==> config.mk <==
export PLATFORM = sky130hd
export DESIGN_NAME = dtr_readout
export DESIGN_NICKNAME = d
export VERILOG_FILES = /design/src/core/dtr_pkg.sv /design/src/core/dtr_readout.sv
export SDC_FILE = /design/constraint.sdc
export NUM_CORES = 1
export LEC_CHECK = 0
export BUFFER_PORTS_ARGS = -buffer_cell sky130_fd_sc_hd__buf_2
export CORE_ASPECT_RATIO = 0.5
export CORE_MARGIN = 2
export CORE_UTILIZATION = 55
export CTS_BUF_LIST = sky130_fd_sc_hd__clkbuf_16
export DETAILED_ROUTE_END_ITERATION = 10
export GPL_TIMING_DRIVEN = 1
export PLACE_DENSITY = 0.85
export SETUP_SLACK_MARGIN = 0.15
export SYNTH_ARGS = -nofsm -noshare
export SYNTH_HDL_FRONTEND = slang
export SYNTH_SLANG_ARGS = --single-unit
==> constraint.sdc <==
create_clock -name sys_clk_i -period 3.45 [get_ports sys_clk_i]
set_input_delay 0.69 -clock sys_clk_i [delete_from_list [all_inputs] [get_ports sys_clk_i]]
set_output_delay 0.69 -clock sys_clk_i [all_outputs]
set_load 0.02 [all_outputs]
==> src/core/dtr_pkg.sv <==
package dtr_pkg;

	////////////////////////////////////////////////////////////////////////////////
	// Timing
	localparam int CLK_PERIOD_NS   = 10;
	localparam int MEAS_TIME_US    = 9600;
	// Longest time, so the division rounds down
	localparam int MEAS_CYC        = MEAS_TIME_US * 1000 / CLK_PERIOD_NS;
	localparam int STRAP_SETTLE_NS = 2000;
	// Least time, so round up
	localparam int STRAP_CYC       = (STRAP_SETTLE_NS + CLK_PERIOD_NS - 1) / CLK_PERIOD_NS;

	////////////////////////////////////////////////////////////////////////////////
	// Averaging
	localparam int AVG_COUNT = 16;
	localparam int AVG_LOG2  = 4;

	////////////////////////////////////////////////////////////////////////////////
	// Register offsets
	localparam logic [7:0] REG_EXT_FRAC   = 8'h06;
	localparam logic [7:0] REG_LOCAL_HIGH = 8'h0A;
	localparam logic [7:0] REG_REM1_HIGH  = 8'h0B;
	localparam logic [7:0] REG_REM2_HIGH  = 8'h0C;
	localparam logic [7:0] REG_BUS_ADDR   = 8'h0D;
	localparam logic [7:0] REG_UNMAPPED   = 8'h00;

	// Field positions in the fraction register
	localparam int EXT_REM1_LSB  = 0;
	localparam int EXT_REM2_LSB  = 3;
	localparam int EXT_LOCAL_LSB = 6;

	////////////////////////////////////////////////////////////////////////////////
	// Serial bus address
	localparam logic [4:0] BUS_ADDR_FIXED  = 5'h0B;
	localparam logic [1:0] STRAP_LOW_BITS  = 2'h0;
	localparam logic [1:0] STRAP_HIGH_BITS = 2'h1;
	localparam logic [1:0] STRAP_OPEN_BITS = 2'h2;

	////////////////////////////////////////////////////////////////////////////////
	// Converter channel codes
	localparam logic [1:0] CHAN_LOCAL = 2'h0;
	localparam logic [1:0] CHAN_REM1  = 2'h1;
	localparam logic [1:0] CHAN_REM2  = 2'h2;

	////////////////////////////////////////////////////////////////////////////////
	// State encodings
	typedef enum logic [1:0] {
		SEQ_LOCAL    = 2'h0,
		SEQ_EXC_BASE = 2'h1,
		SEQ_EXC_MULT = 2'h3,
		SEQ_CONV     = 2'h2
	} dtr_seq_t;

	typedef enum logic [1:0] {
		STR_UP   = 2'h0,
		STR_DOWN = 2'h1,
		STR_DONE = 2'h3
	} dtr_strap_t;

endpackage

==> src/core/dtr_readout.sv <==
`timescale 1ns/1ns

module dtr_readout
	import dtr_pkg::*;
#(
	parameter int MEAS_CYCLES = MEAS_CYC
) (
	// Clock and reset
	input  wire logic        sys_clk_i,
	input  wire logic        sys_rst_i,
	// Converter
	input  wire logic        adc_valid_i,
	input  wire logic [10:0] adc_data_i,
	output logic             adc_start_o,
	output logic [1:0]       adc_chan_o,
	output logic             exc_mult_o,
	output logic             reading_update_o,
	// Register read port
	input  wire logic [7:0]  reg_addr_i,
	output logic [7:0]       reg_rdata_o,
	// Address strap
	input  wire logic        strap_pin_i,
	output logic             strap_probe_o,
	output logic [6:0]       bus_addr_o,
	output logic             bus_addr_valid_o
);

	import dtr_pkg::*;

	localparam int CW  = $clog2(MEAS_CYCLES + 1);
	localparam int SW  = $clog2(STRAP_CYC + 1);
	localparam int ACW = 11 + AVG_LOG2;

	localparam logic [CW-1:0]       HALF_LAST  = CW'(MEAS_CYCLES / 2 - 1);
	localparam logic [SW-1:0]       STRAP_LAST = SW'(STRAP_CYC - 1);
	localparam logic [AVG_LOG2-1:0] CNT_LAST   = AVG_LOG2'(AVG_COUNT - 1);

	////////////////////////////////////////////////////////////////////////////////
	// State

	typedef struct packed {
		dtr_seq_t                     seq;
		logic                         waiting;
		logic                         rem_sel;
		logic [CW-1:0]                timer;
		logic                         start;
		logic [1:0]                   chan;
		logic                         exc_mult;
		logic                         upd;
		logic [9:0]                   loc;
		logic [1:0][10:0]             rem;
		logic [1:0][ACW-1:0]          acc;
		logic [1:0][AVG_LOG2-1:0]     cnt;
		dtr_strap_t                   strap;
		logic [SW-1:0]                stimer;
		logic                         probe;
		logic                         samp_up;
		logic [6:0]                   bus_addr;
		logic                         addr_valid;
		logic [1:0]                   pin_sync;
		logic [7:0]                   rdata;
	} dtr_state_t;

	dtr_state_t s_q;
	dtr_state_t s_d;

	////////////////////////////////////////////////////////////////////////////////
	// Helpers

	// Sign-extend an 11-bit result into the running sum
	function automatic logic [ACW-1:0] acc_add(
		input logic [ACW-1:0] acc,
		input logic [10:0]    d
	);
		acc_add = acc + {{AVG_LOG2{d[10]}}, d};
	endfunction

	// Divide the sum of 16 by shifting; truncation keeps the sign
	function automatic logic [10:0] avg_of(
		input logic [ACW-1:0] sum
	);
		avg_of = sum[ACW-1:AVG_LOG2];
	endfunction

	// Channel code for the selected remote diode
	function automatic logic [1:0] rem_chan(
		input logic sel
	);
		rem_chan = sel ? CHAN_REM2 : CHAN_REM1;
	endfunction

	////////////////////////////////////////////////////////////////////////////////
	// Next state

	always_comb begin
		logic [ACW-1:0] sum;
		logic           rs;
		s_d   = s_q;
		sum   = '0;
		rs    = s_q.rem_sel;

		// Pulses last one cycle
		s_d.start = 1'b0;
		s_d.upd   = 1'b0;

		// Measurement sequencer: local, then one remote, alternating remotes
		unique case (s_q.seq)
			SEQ_LOCAL: begin
				if (!s_q.waiting) begin
					s_d.start   = 1'b1;
					s_d.chan    = CHAN_LOCAL;
					s_d.waiting = 1'b1;
				end else if (adc_valid_i) begin
					// Ten bits: high byte of degrees, two quarter-degree bits
					s_d.loc      = adc_data_i[9:0];
					s_d.upd      = 1'b1;
					s_d.waiting  = 1'b0;
					s_d.timer    = '0;
					s_d.exc_mult = 1'b0;
					s_d.seq      = SEQ_EXC_BASE;
				end
			end
			SEQ_EXC_BASE: begin
				// First half of the measurement on the base current
				if (s_q.timer == HALF_LAST) begin
					s_d.timer    = '0;
					s_d.exc_mult = 1'b1;
					s_d.seq      = SEQ_EXC_MULT;
				end else begin
					s_d.timer = s_q.timer + 1'b1;
				end
			end
			SEQ_EXC_MULT: begin
				// Second half on the multiplied current
				if (s_q.timer == HALF_LAST) begin
					s_d.timer    = '0;
					s_d.exc_mult = 1'b0;
					s_d.seq      = SEQ_CONV;
				end else begin
					s_d.timer = s_q.timer + 1'b1;
				end
			end
			SEQ_CONV: begin
				if (!s_q.waiting) begin
					s_d.start   = 1'b1;
					s_d.chan    = rem_chan(rs);
					s_d.waiting = 1'b1;
				end else if (adc_valid_i) begin
					// Eleven-bit signed result feeds the average
					sum = acc_add(s_q.acc[rs], adc_data_i);
					if (s_q.cnt[rs] == CNT_LAST) begin
						// Whole and fraction parts move in one write
						s_d.rem[rs] = avg_of(sum);
						s_d.acc[rs] = '0;
						s_d.cnt[rs] = '0;
						s_d.upd     = 1'b1;
					end else begin
						s_d.acc[rs] = sum;
						s_d.cnt[rs] = s_q.cnt[rs] + 1'b1;
					end
					s_d.waiting = 1'b0;
					s_d.rem_sel = ~rs;
					s_d.seq     = SEQ_LOCAL;
				end
			end
		endcase

		// Strap sensing: a floating pin follows the weak pull, a driven one does not
		s_d.pin_sync = {s_q.pin_sync[0], strap_pin_i};
		unique case (s_q.strap)
			STR_UP: begin
				s_d.probe = 1'b1;
				if (s_q.stimer == STRAP_LAST) begin
					s_d.samp_up = s_q.pin_sync[1];
					s_d.probe   = 1'b0;
					s_d.stimer  = '0;
					s_d.strap   = STR_DOWN;
				end else begin
					s_d.stimer = s_q.stimer + 1'b1;
				end
			end
			STR_DOWN: begin
				if (s_q.stimer == STRAP_LAST) begin
					// Both high: tied high; both low: tied low; else floating
					if (s_q.samp_up && s_q.pin_sync[1]) begin
						s_d.bus_addr = {BUS_ADDR_FIXED, STRAP_HIGH_BITS};
					end else if (!s_q.samp_up && !s_q.pin_sync[1]) begin
						s_d.bus_addr = {BUS_ADDR_FIXED, STRAP_LOW_BITS};
					end else begin
						s_d.bus_addr = {BUS_ADDR_FIXED, STRAP_OPEN_BITS};
					end
					s_d.addr_valid = 1'b1;
					s_d.strap      = STR_DONE;
				end else begin
					s_d.stimer = s_q.stimer + 1'b1;
				end
			end
			STR_DONE: begin
				// Held until the next reset; pin changes are ignored
				s_d.probe = 1'b0;
			end
			default: begin
				s_d.strap = STR_UP;
			end
		endcase

		// Register read, one cycle of latency
		unique case (reg_addr_i)
			REG_LOCAL_HIGH: s_d.rdata = s_q.loc[9:2];
			REG_REM1_HIGH:  s_d.rdata = s_q.rem[0][10:3];
			REG_REM2_HIGH:  s_d.rdata = s_q.rem[1][10:3];
			REG_EXT_FRAC: begin
				s_d.rdata = '0;
				s_d.rdata[EXT_REM1_LSB +: 3]  = s_q.rem[0][2:0];
				s_d.rdata[EXT_REM2_LSB +: 3]  = s_q.rem[1][2:0];
				s_d.rdata[EXT_LOCAL_LSB +: 2] = s_q.loc[1:0];
			end
			REG_BUS_ADDR:   s_d.rdata = {s_q.addr_valid, s_q.bus_addr};
			default:        s_d.rdata = REG_UNMAPPED;
		endcase
	end

	////////////////////////////////////////////////////////////////////////////////
	// Registers

	// Synchronous reset restarts the strap sample, standing in for power-up
	always_ff @(posedge sys_clk_i) begin
		if (sys_rst_i) begin
			s_q <= '0;
		end else begin
			s_q <= s_d;
		end
	end

	////////////////////////////////////////////////////////////////////////////////
	// Outputs, all straight from flops

	assign adc_start_o      = s_q.start;
	assign adc_chan_o       = s_q.chan;
	assign exc_mult_o       = s_q.exc_mult;
	assign reading_update_o = s_q.upd;
	assign reg_rdata_o      = s_q.rdata;
	assign strap_probe_o    = s_q.probe;
	assign bus_addr_o       = s_q.bus_addr;
	assign bus_addr_valid_o = s_q.addr_valid;

endmodule

# After elaboration in Yosys (flattened, before gate mapping)
# Cells that the tools add are included.
dict set report totals {
  output_inout_bits 22
  in_bits 23
  regBits 129
  word_cells 135
}
dict set report classes {
  eq_ne 24
  reduce_logical 24
  bitwise_logic 6
  mux 52
  order_cmp 2
  add_sub_neg 4
}
# cell n
set op_table {}
lappend op_table {{$mux W20} 3}
lappend op_table {{$mux W15} 3}
lappend op_table {{$pmux W20 S2} 1}
lappend op_table {{$pmux W8 S5} 1}
lappend op_table {{$mux W38} 1}
lappend op_table {{$eq A8 B4 Y1 const B} 4}
lappend op_table {{$and A30 B30 Y30} 1}
lappend op_table {{$bwmux W30} 1}
lappend op_table {{$not A30 Y30} 1}
lappend op_table {{$mux W12} 2}
lappend op_table {{$bwmux W22} 1}
lappend op_table {{$ne A2 B2 Y1 const B} 11}
lappend op_table {{$add A20 B1 Y20 const B} 1}
lappend op_table {{$eq A20 B19 Y1 const B} 1}
lappend op_table {{$mux W2} 9}
lappend op_table {{$mux W4} 4}
lappend op_table {{$mux W8} 2}
lappend op_table {{$pmux W8 S2} 1}
lappend op_table {{$add A15 B15 Y15} 1}
lappend op_table {{$demux W15 S1} 1}
lappend op_table {{$reduce_and A3 Y1} 5}
lappend op_table {{$demux W11 S1} 1}
lappend op_table {{$mux W11} 1}
lappend op_table {{$mux W3} 3}
lappend op_table {{31 further kinds} 52}

# Depth between registers and ports, before layout
dict set report logic_depth {
  word_depth 7
  ltp_mapped 11
  mapped_depth_nobuf 9
}

# Least setup slack after synthesis
# Ideal clock, no wire load.
dict set report synth_path {
  path_kind {register to register}
  from {register s_q[125] (netlist bit)}
  to {register s_q[76] (netlist bit)}
  arrival_ns 3.012
  t_required_ns 3.334
  period_less_slack_ns 3.128
  path_buffers 3
  path_stages_with_launch 12
  setup_time_ns 0.116
  path_slack_ns 0.322
  path_cell_list {dfxtp_1 -> buf_6 -> clkbuf_1 -> buf_1 -> mux2_2 -> ha_1 -> and3_1 -> and2_1 -> a211o_1 -> a21oi_2 -> xnor2_1 -> a31o_2}
}
dict set report synth_via {
  elab_chain_len 5
  word_cells_on_any_way 13
  classes_between {add/sub (1); order compare (2); eq/ne (1); mux (7); reduce/logical (2)}
}
# element line_no
set synth_rtl {}
lappend synth_rtl {{start, declared} dtr_readout.sv:64} ;# dtr_state_t s_q;
lappend synth_rtl {{start signal, assigned} dtr_readout.sv:229} ;# s_q <= '0;
lappend synth_rtl {{start signal, assigned} dtr_readout.sv:231} ;# s_q <= s_d;
lappend synth_rtl {{parallel branches: the longest is 5 deep, another holds $add A15 B15 Y15} --}
# Parallel ways; which one is timed is not known. The select of a mux whose other input is x is not followed.
# A chain may end at the register's enable or synchronous reset.

# Worst setup path after layout
dict set report layout_path {
  from {register s_q[125] (netlist bit)}
  to {register s_q[52] (netlist bit)}
}
dict set report layout_via {
  elab_chain_len 7
  word_cells_on_any_way 15
  classes_between {add/sub (1); order compare (2); eq/ne (1); mux (8); bitwise (2); reduce/logical (1)}
}
# element line_no
set layout_rtl {}
lappend layout_rtl {{parallel branches: the longest is 6 deep, another holds $add A15 B15 Y15} --}
lappend layout_rtl {{$mux W38 *} dtr_readout.sv:151} ;# if (s_q.cnt[rs] == CNT_LAST) begin
# Mark *: on every way between the ends. The select of a mux whose other input is x is not followed.

==> impl_metrics.tcl <==
set metrics [dict create \
    slew_headroom 0.3183 \
    netlist_area_um2 6200 \
    grt_max_degree 83 \
    start_util 0.5647 \
    post-place-cells 890 \
    ant_nets 0 \
    drive_above_1_share 0.1379 \
    place_area_um2 6360 \
    syn2layout_area_growth_pct 11.00 \
    syn_avg_cell_area_um2 8.299 \
    wirelength_mm 15.03 \
    drc_errors 0 \
    critPathMaxStageDelay_ns 0.53 \
    clk_latency_ns 0.43 \
    async_reset_ff_frac 0 \
    pin_count 45 \
    finClkSkew_ns 0.007893 \
    dr.pass1.iters 5 \
    r2r_slack_ns 0.44 \
    grt_first_pass_wirelength_mm 24.96 \
    drv_slew 0 \
    worstMarginPinSlew_ns 1.019 \
    vias 5557 \
    setup-violations-final 0 \
    p_per_area_nw_per_um2 467.9 \
    core_area_um2 10980 \
    layout.nets 809 \
    cts_buffer_depth 2 \
    yosysWarnings 0 \
    die_w_um 154.1 \
    crit_path_cell_trace "buf_4 -> mux2_2 -> ha_1 -> and3_1 -> and2_1 -> a2111oi_2 -> o31ai_1 -> o21ai_0 -> a21oi_1" \
    grt_setup_unrepaired "false" \
    yosys.cell_types.count 64 \
    tns_ns 0 \
    min_from "s_d[9]" \
    fin_ws_ns 0.4383 \
    vias_per_cell 6.034 \
    htreeDepth 4 \
    hold_end "s_q[9]" \
    hpwl_mm 10.05 \
    worstPathArrival_ns 3.28 \
    fmaxAchievable_mhz 332.0 \
    final_cell_area_um2 6882 \
    critPathBufInv 1 \
    cts_sinks 124 \
    synth_seq_cells 124 \
    timing.rr.end "s_q[52]" \
    fp.dieArea_um2 12190 \
    power.leakage_nw 2.593 \
    place.port_buffers 42 \
    maxCapViolCount 0 \
    antenna_cells 0 \
    final.period_utilization 0.8730 \
    grt_use_total 0.2580 \
    synth_edf_count 0 \
    holdPathStages 1 \
    hold_viol_final 0 \
    rows 27 \
    worst_path_dominant_cell_family "compound AO/OA/AOI/OAI gates" \
    drtIter0Drc 495 \
    routedWlPerCell_um 16.32 \
    place_ws_ns 0.3518 \
    fp.dieH_um 79.08 \
    grt_pass1_vias 5181 \
    gp_congestion 0.8808 \
    grt_overflow_total 0 \
    synth_ff_type "dfxtp_1" \
    hold_class "flip-flop to flip-flop" \
    final_cells 921 \
    cpMaxStageDelayCell "dfxtp_1" \
    ir_drop_v 0.0003232 \
    required_ns 3.72 \
    period_minus_slack_ns 3.012 \
    p_total_mw 3.220 \
    mostFrequentLayoutCells "dfxtp_1, nand2_1, a21oi_1" \
    cts_made_buffers 17 \
    cts_tree "done" \
    cts_root_buf "clkbuf_16" \
    path_class "flip-flop to flip-flop" \
    worstPathMaxFanout 10 \
    cp-end-kind "flip-flop" \
    r2r_start "s_q[125]" \
    cp-start-kind "flip-flop" \
    clkSlewWorstSetupHoldPaths_ns 0.06 \
    synthCells 747 \
    status "finished, final reports clean" \
    layout_commonest_cell "dfxtp_1" \
    worstRegToRegCells 9 \
    ys_seq_area_frac 0.4004 \
    antenna_found_initial 0 \
]
[logic make-up (layout without fill, tap and decap cells)]
kind of cell | count (synthesis) | count (layout) | synth area share
DFF | 124 | 124 | 0.4004
xor gates and xnor gates | 31 | 31 | 0.04379
adders and majority gates | 22 | 22 | 0.04561
AOI/OAI and AO/OA | 161 | 161 | 0.1645
muxes | 33 | 33 | 0.05671
buffers and inverters | 59 | 87 | 0.05005
other | 1 | 2 | 0.0006049
and+or+nand+nor | 316 | 316 | 0.2384
[how the worst max path moves through the flow]
stage	to	startpoint	slack, ns	depth (start not counted)
final	s_q[52]	s_q[125]	0.44	9
after global routing	s_q[71]	s_q[125]	0.21	9
after floorplan	s_q[76]	s_q[125]	0.32	11
after global placement	s_q[78]	s_q[125]	0.58	9
after CTS	s_q[52]	s_q[125]	0.31	9
after detailed placement	s_q[52]	s_q[125]	0.35	9
[layout make-up]
| type | count | area [um^2] |
|---|---|---|
| multi-input cells | 565 | 3417 |
| repair buffers | 48 | 255.2 |
| flip-flops and latches | 124 | 2482 |
| clock inverters | 14 | 90.09 |
| clock buffers | 17 | 425.4 |
| well taps | 145 | 181.4 |
| fillers | 927 | 4098 |
| inverters | 8 | 30.03 |
[what timing repair did]
action                                 in CTS  in global routing
buffers inserted                            0                  0
endpoints found under the hold margin       0                  0
setup endpoints to repair                   0                  4
gates resized for setup                     0                  2
hold buffers                                0                  0
[report_power, final]
| group | total (mW) | internal (mW) | leakage, nW | switching, mW |
|---|---|---|---|---|
| Combinational | 0.164 | 0.0528 | 1.32 | 0.111 |
| Sequential | 1.46 | 1.45 | 1.00 | 0.0153 |
| Clock | 1.59 | 0.957 | 0.268 | 0.634 |
[cell usage after synthesis, types with 4 or more instances]
| cell type | count | area [um^2] |
|---|---|---|
| a211oi_1 | 6 | 45.04 |
| a21oi_1 | 77 | 385.4 |
| a22oi_1 | 5 | 37.54 |
| a32o_1 | 6 | 60.06 |
| and2_1 | 6 | 37.54 |
| and3_1 | 11 | 68.82 |
| buf_1 | 6 | 22.52 |
| buf_2 | 5 | 25.02 |
| buf_4 | 18 | 135.1 |
| clkbuf_1 | 20 | 75.07 |
| dfxtp_1 | 124 | 2482 |
| ha_1 | 21 | 262.8 |
| inv_1 | 8 | 30.03 |
| mux2_2 | 17 | 191.4 |
| mux2i_1 | 16 | 160.2 |
| nand2_1 | 120 | 450.4 |
| nand3_1 | 41 | 205.2 |
| nand4_1 | 10 | 62.56 |
| nor2_1 | 72 | 270.3 |
| nor2b_1 | 9 | 56.30 |
| nor3_1 | 15 | 75.07 |
| nor3b_1 | 4 | 30.03 |
| o21ai_0 | 17 | 85.08 |
| o22ai_1 | 7 | 43.79 |
| o311ai_0 | 5 | 43.79 |
| o31ai_1 | 6 | 45.04 |
| or4_1 | 4 | 30.03 |
| xnor2_1 | 18 | 157.7 |
| xor2_1 | 13 | 113.9 |
[metrics by stage]
step           hold WS [ns]  utilization
5_1_grt              0.4777       0.6268
3_3_place_gp         0.4160       0.5793
3_5_place_dp         0.4348       0.5793
2_1_floorplan        0.4138            -
6_report             0.4500       0.6268
4_1_cts              0.4523       0.6262
[state kept, by name (all words and copies together) (netlist names)]
name              cells
adc_chan_o            2
strap_probe_o         1
bus_addr_o            3
adc_start_o           1
s_d                   1
s_q                 106
reg_rdata_o           8
reading_update_o      1
exc_mult_o            1
[metal layers]
layer | share of wire | track usage | routed length [um]
met5 | 0 | 0 | 0
met4 | 0.030 | 0.1355 | 453
met3 | 0.068 | 0.05459 | 1026
met2 | 0.46 | 0.4291 | 6958
met1 | 0.44 | 0.3201 | 6595
Note: power is estimated with default switching activity, not from simulation.
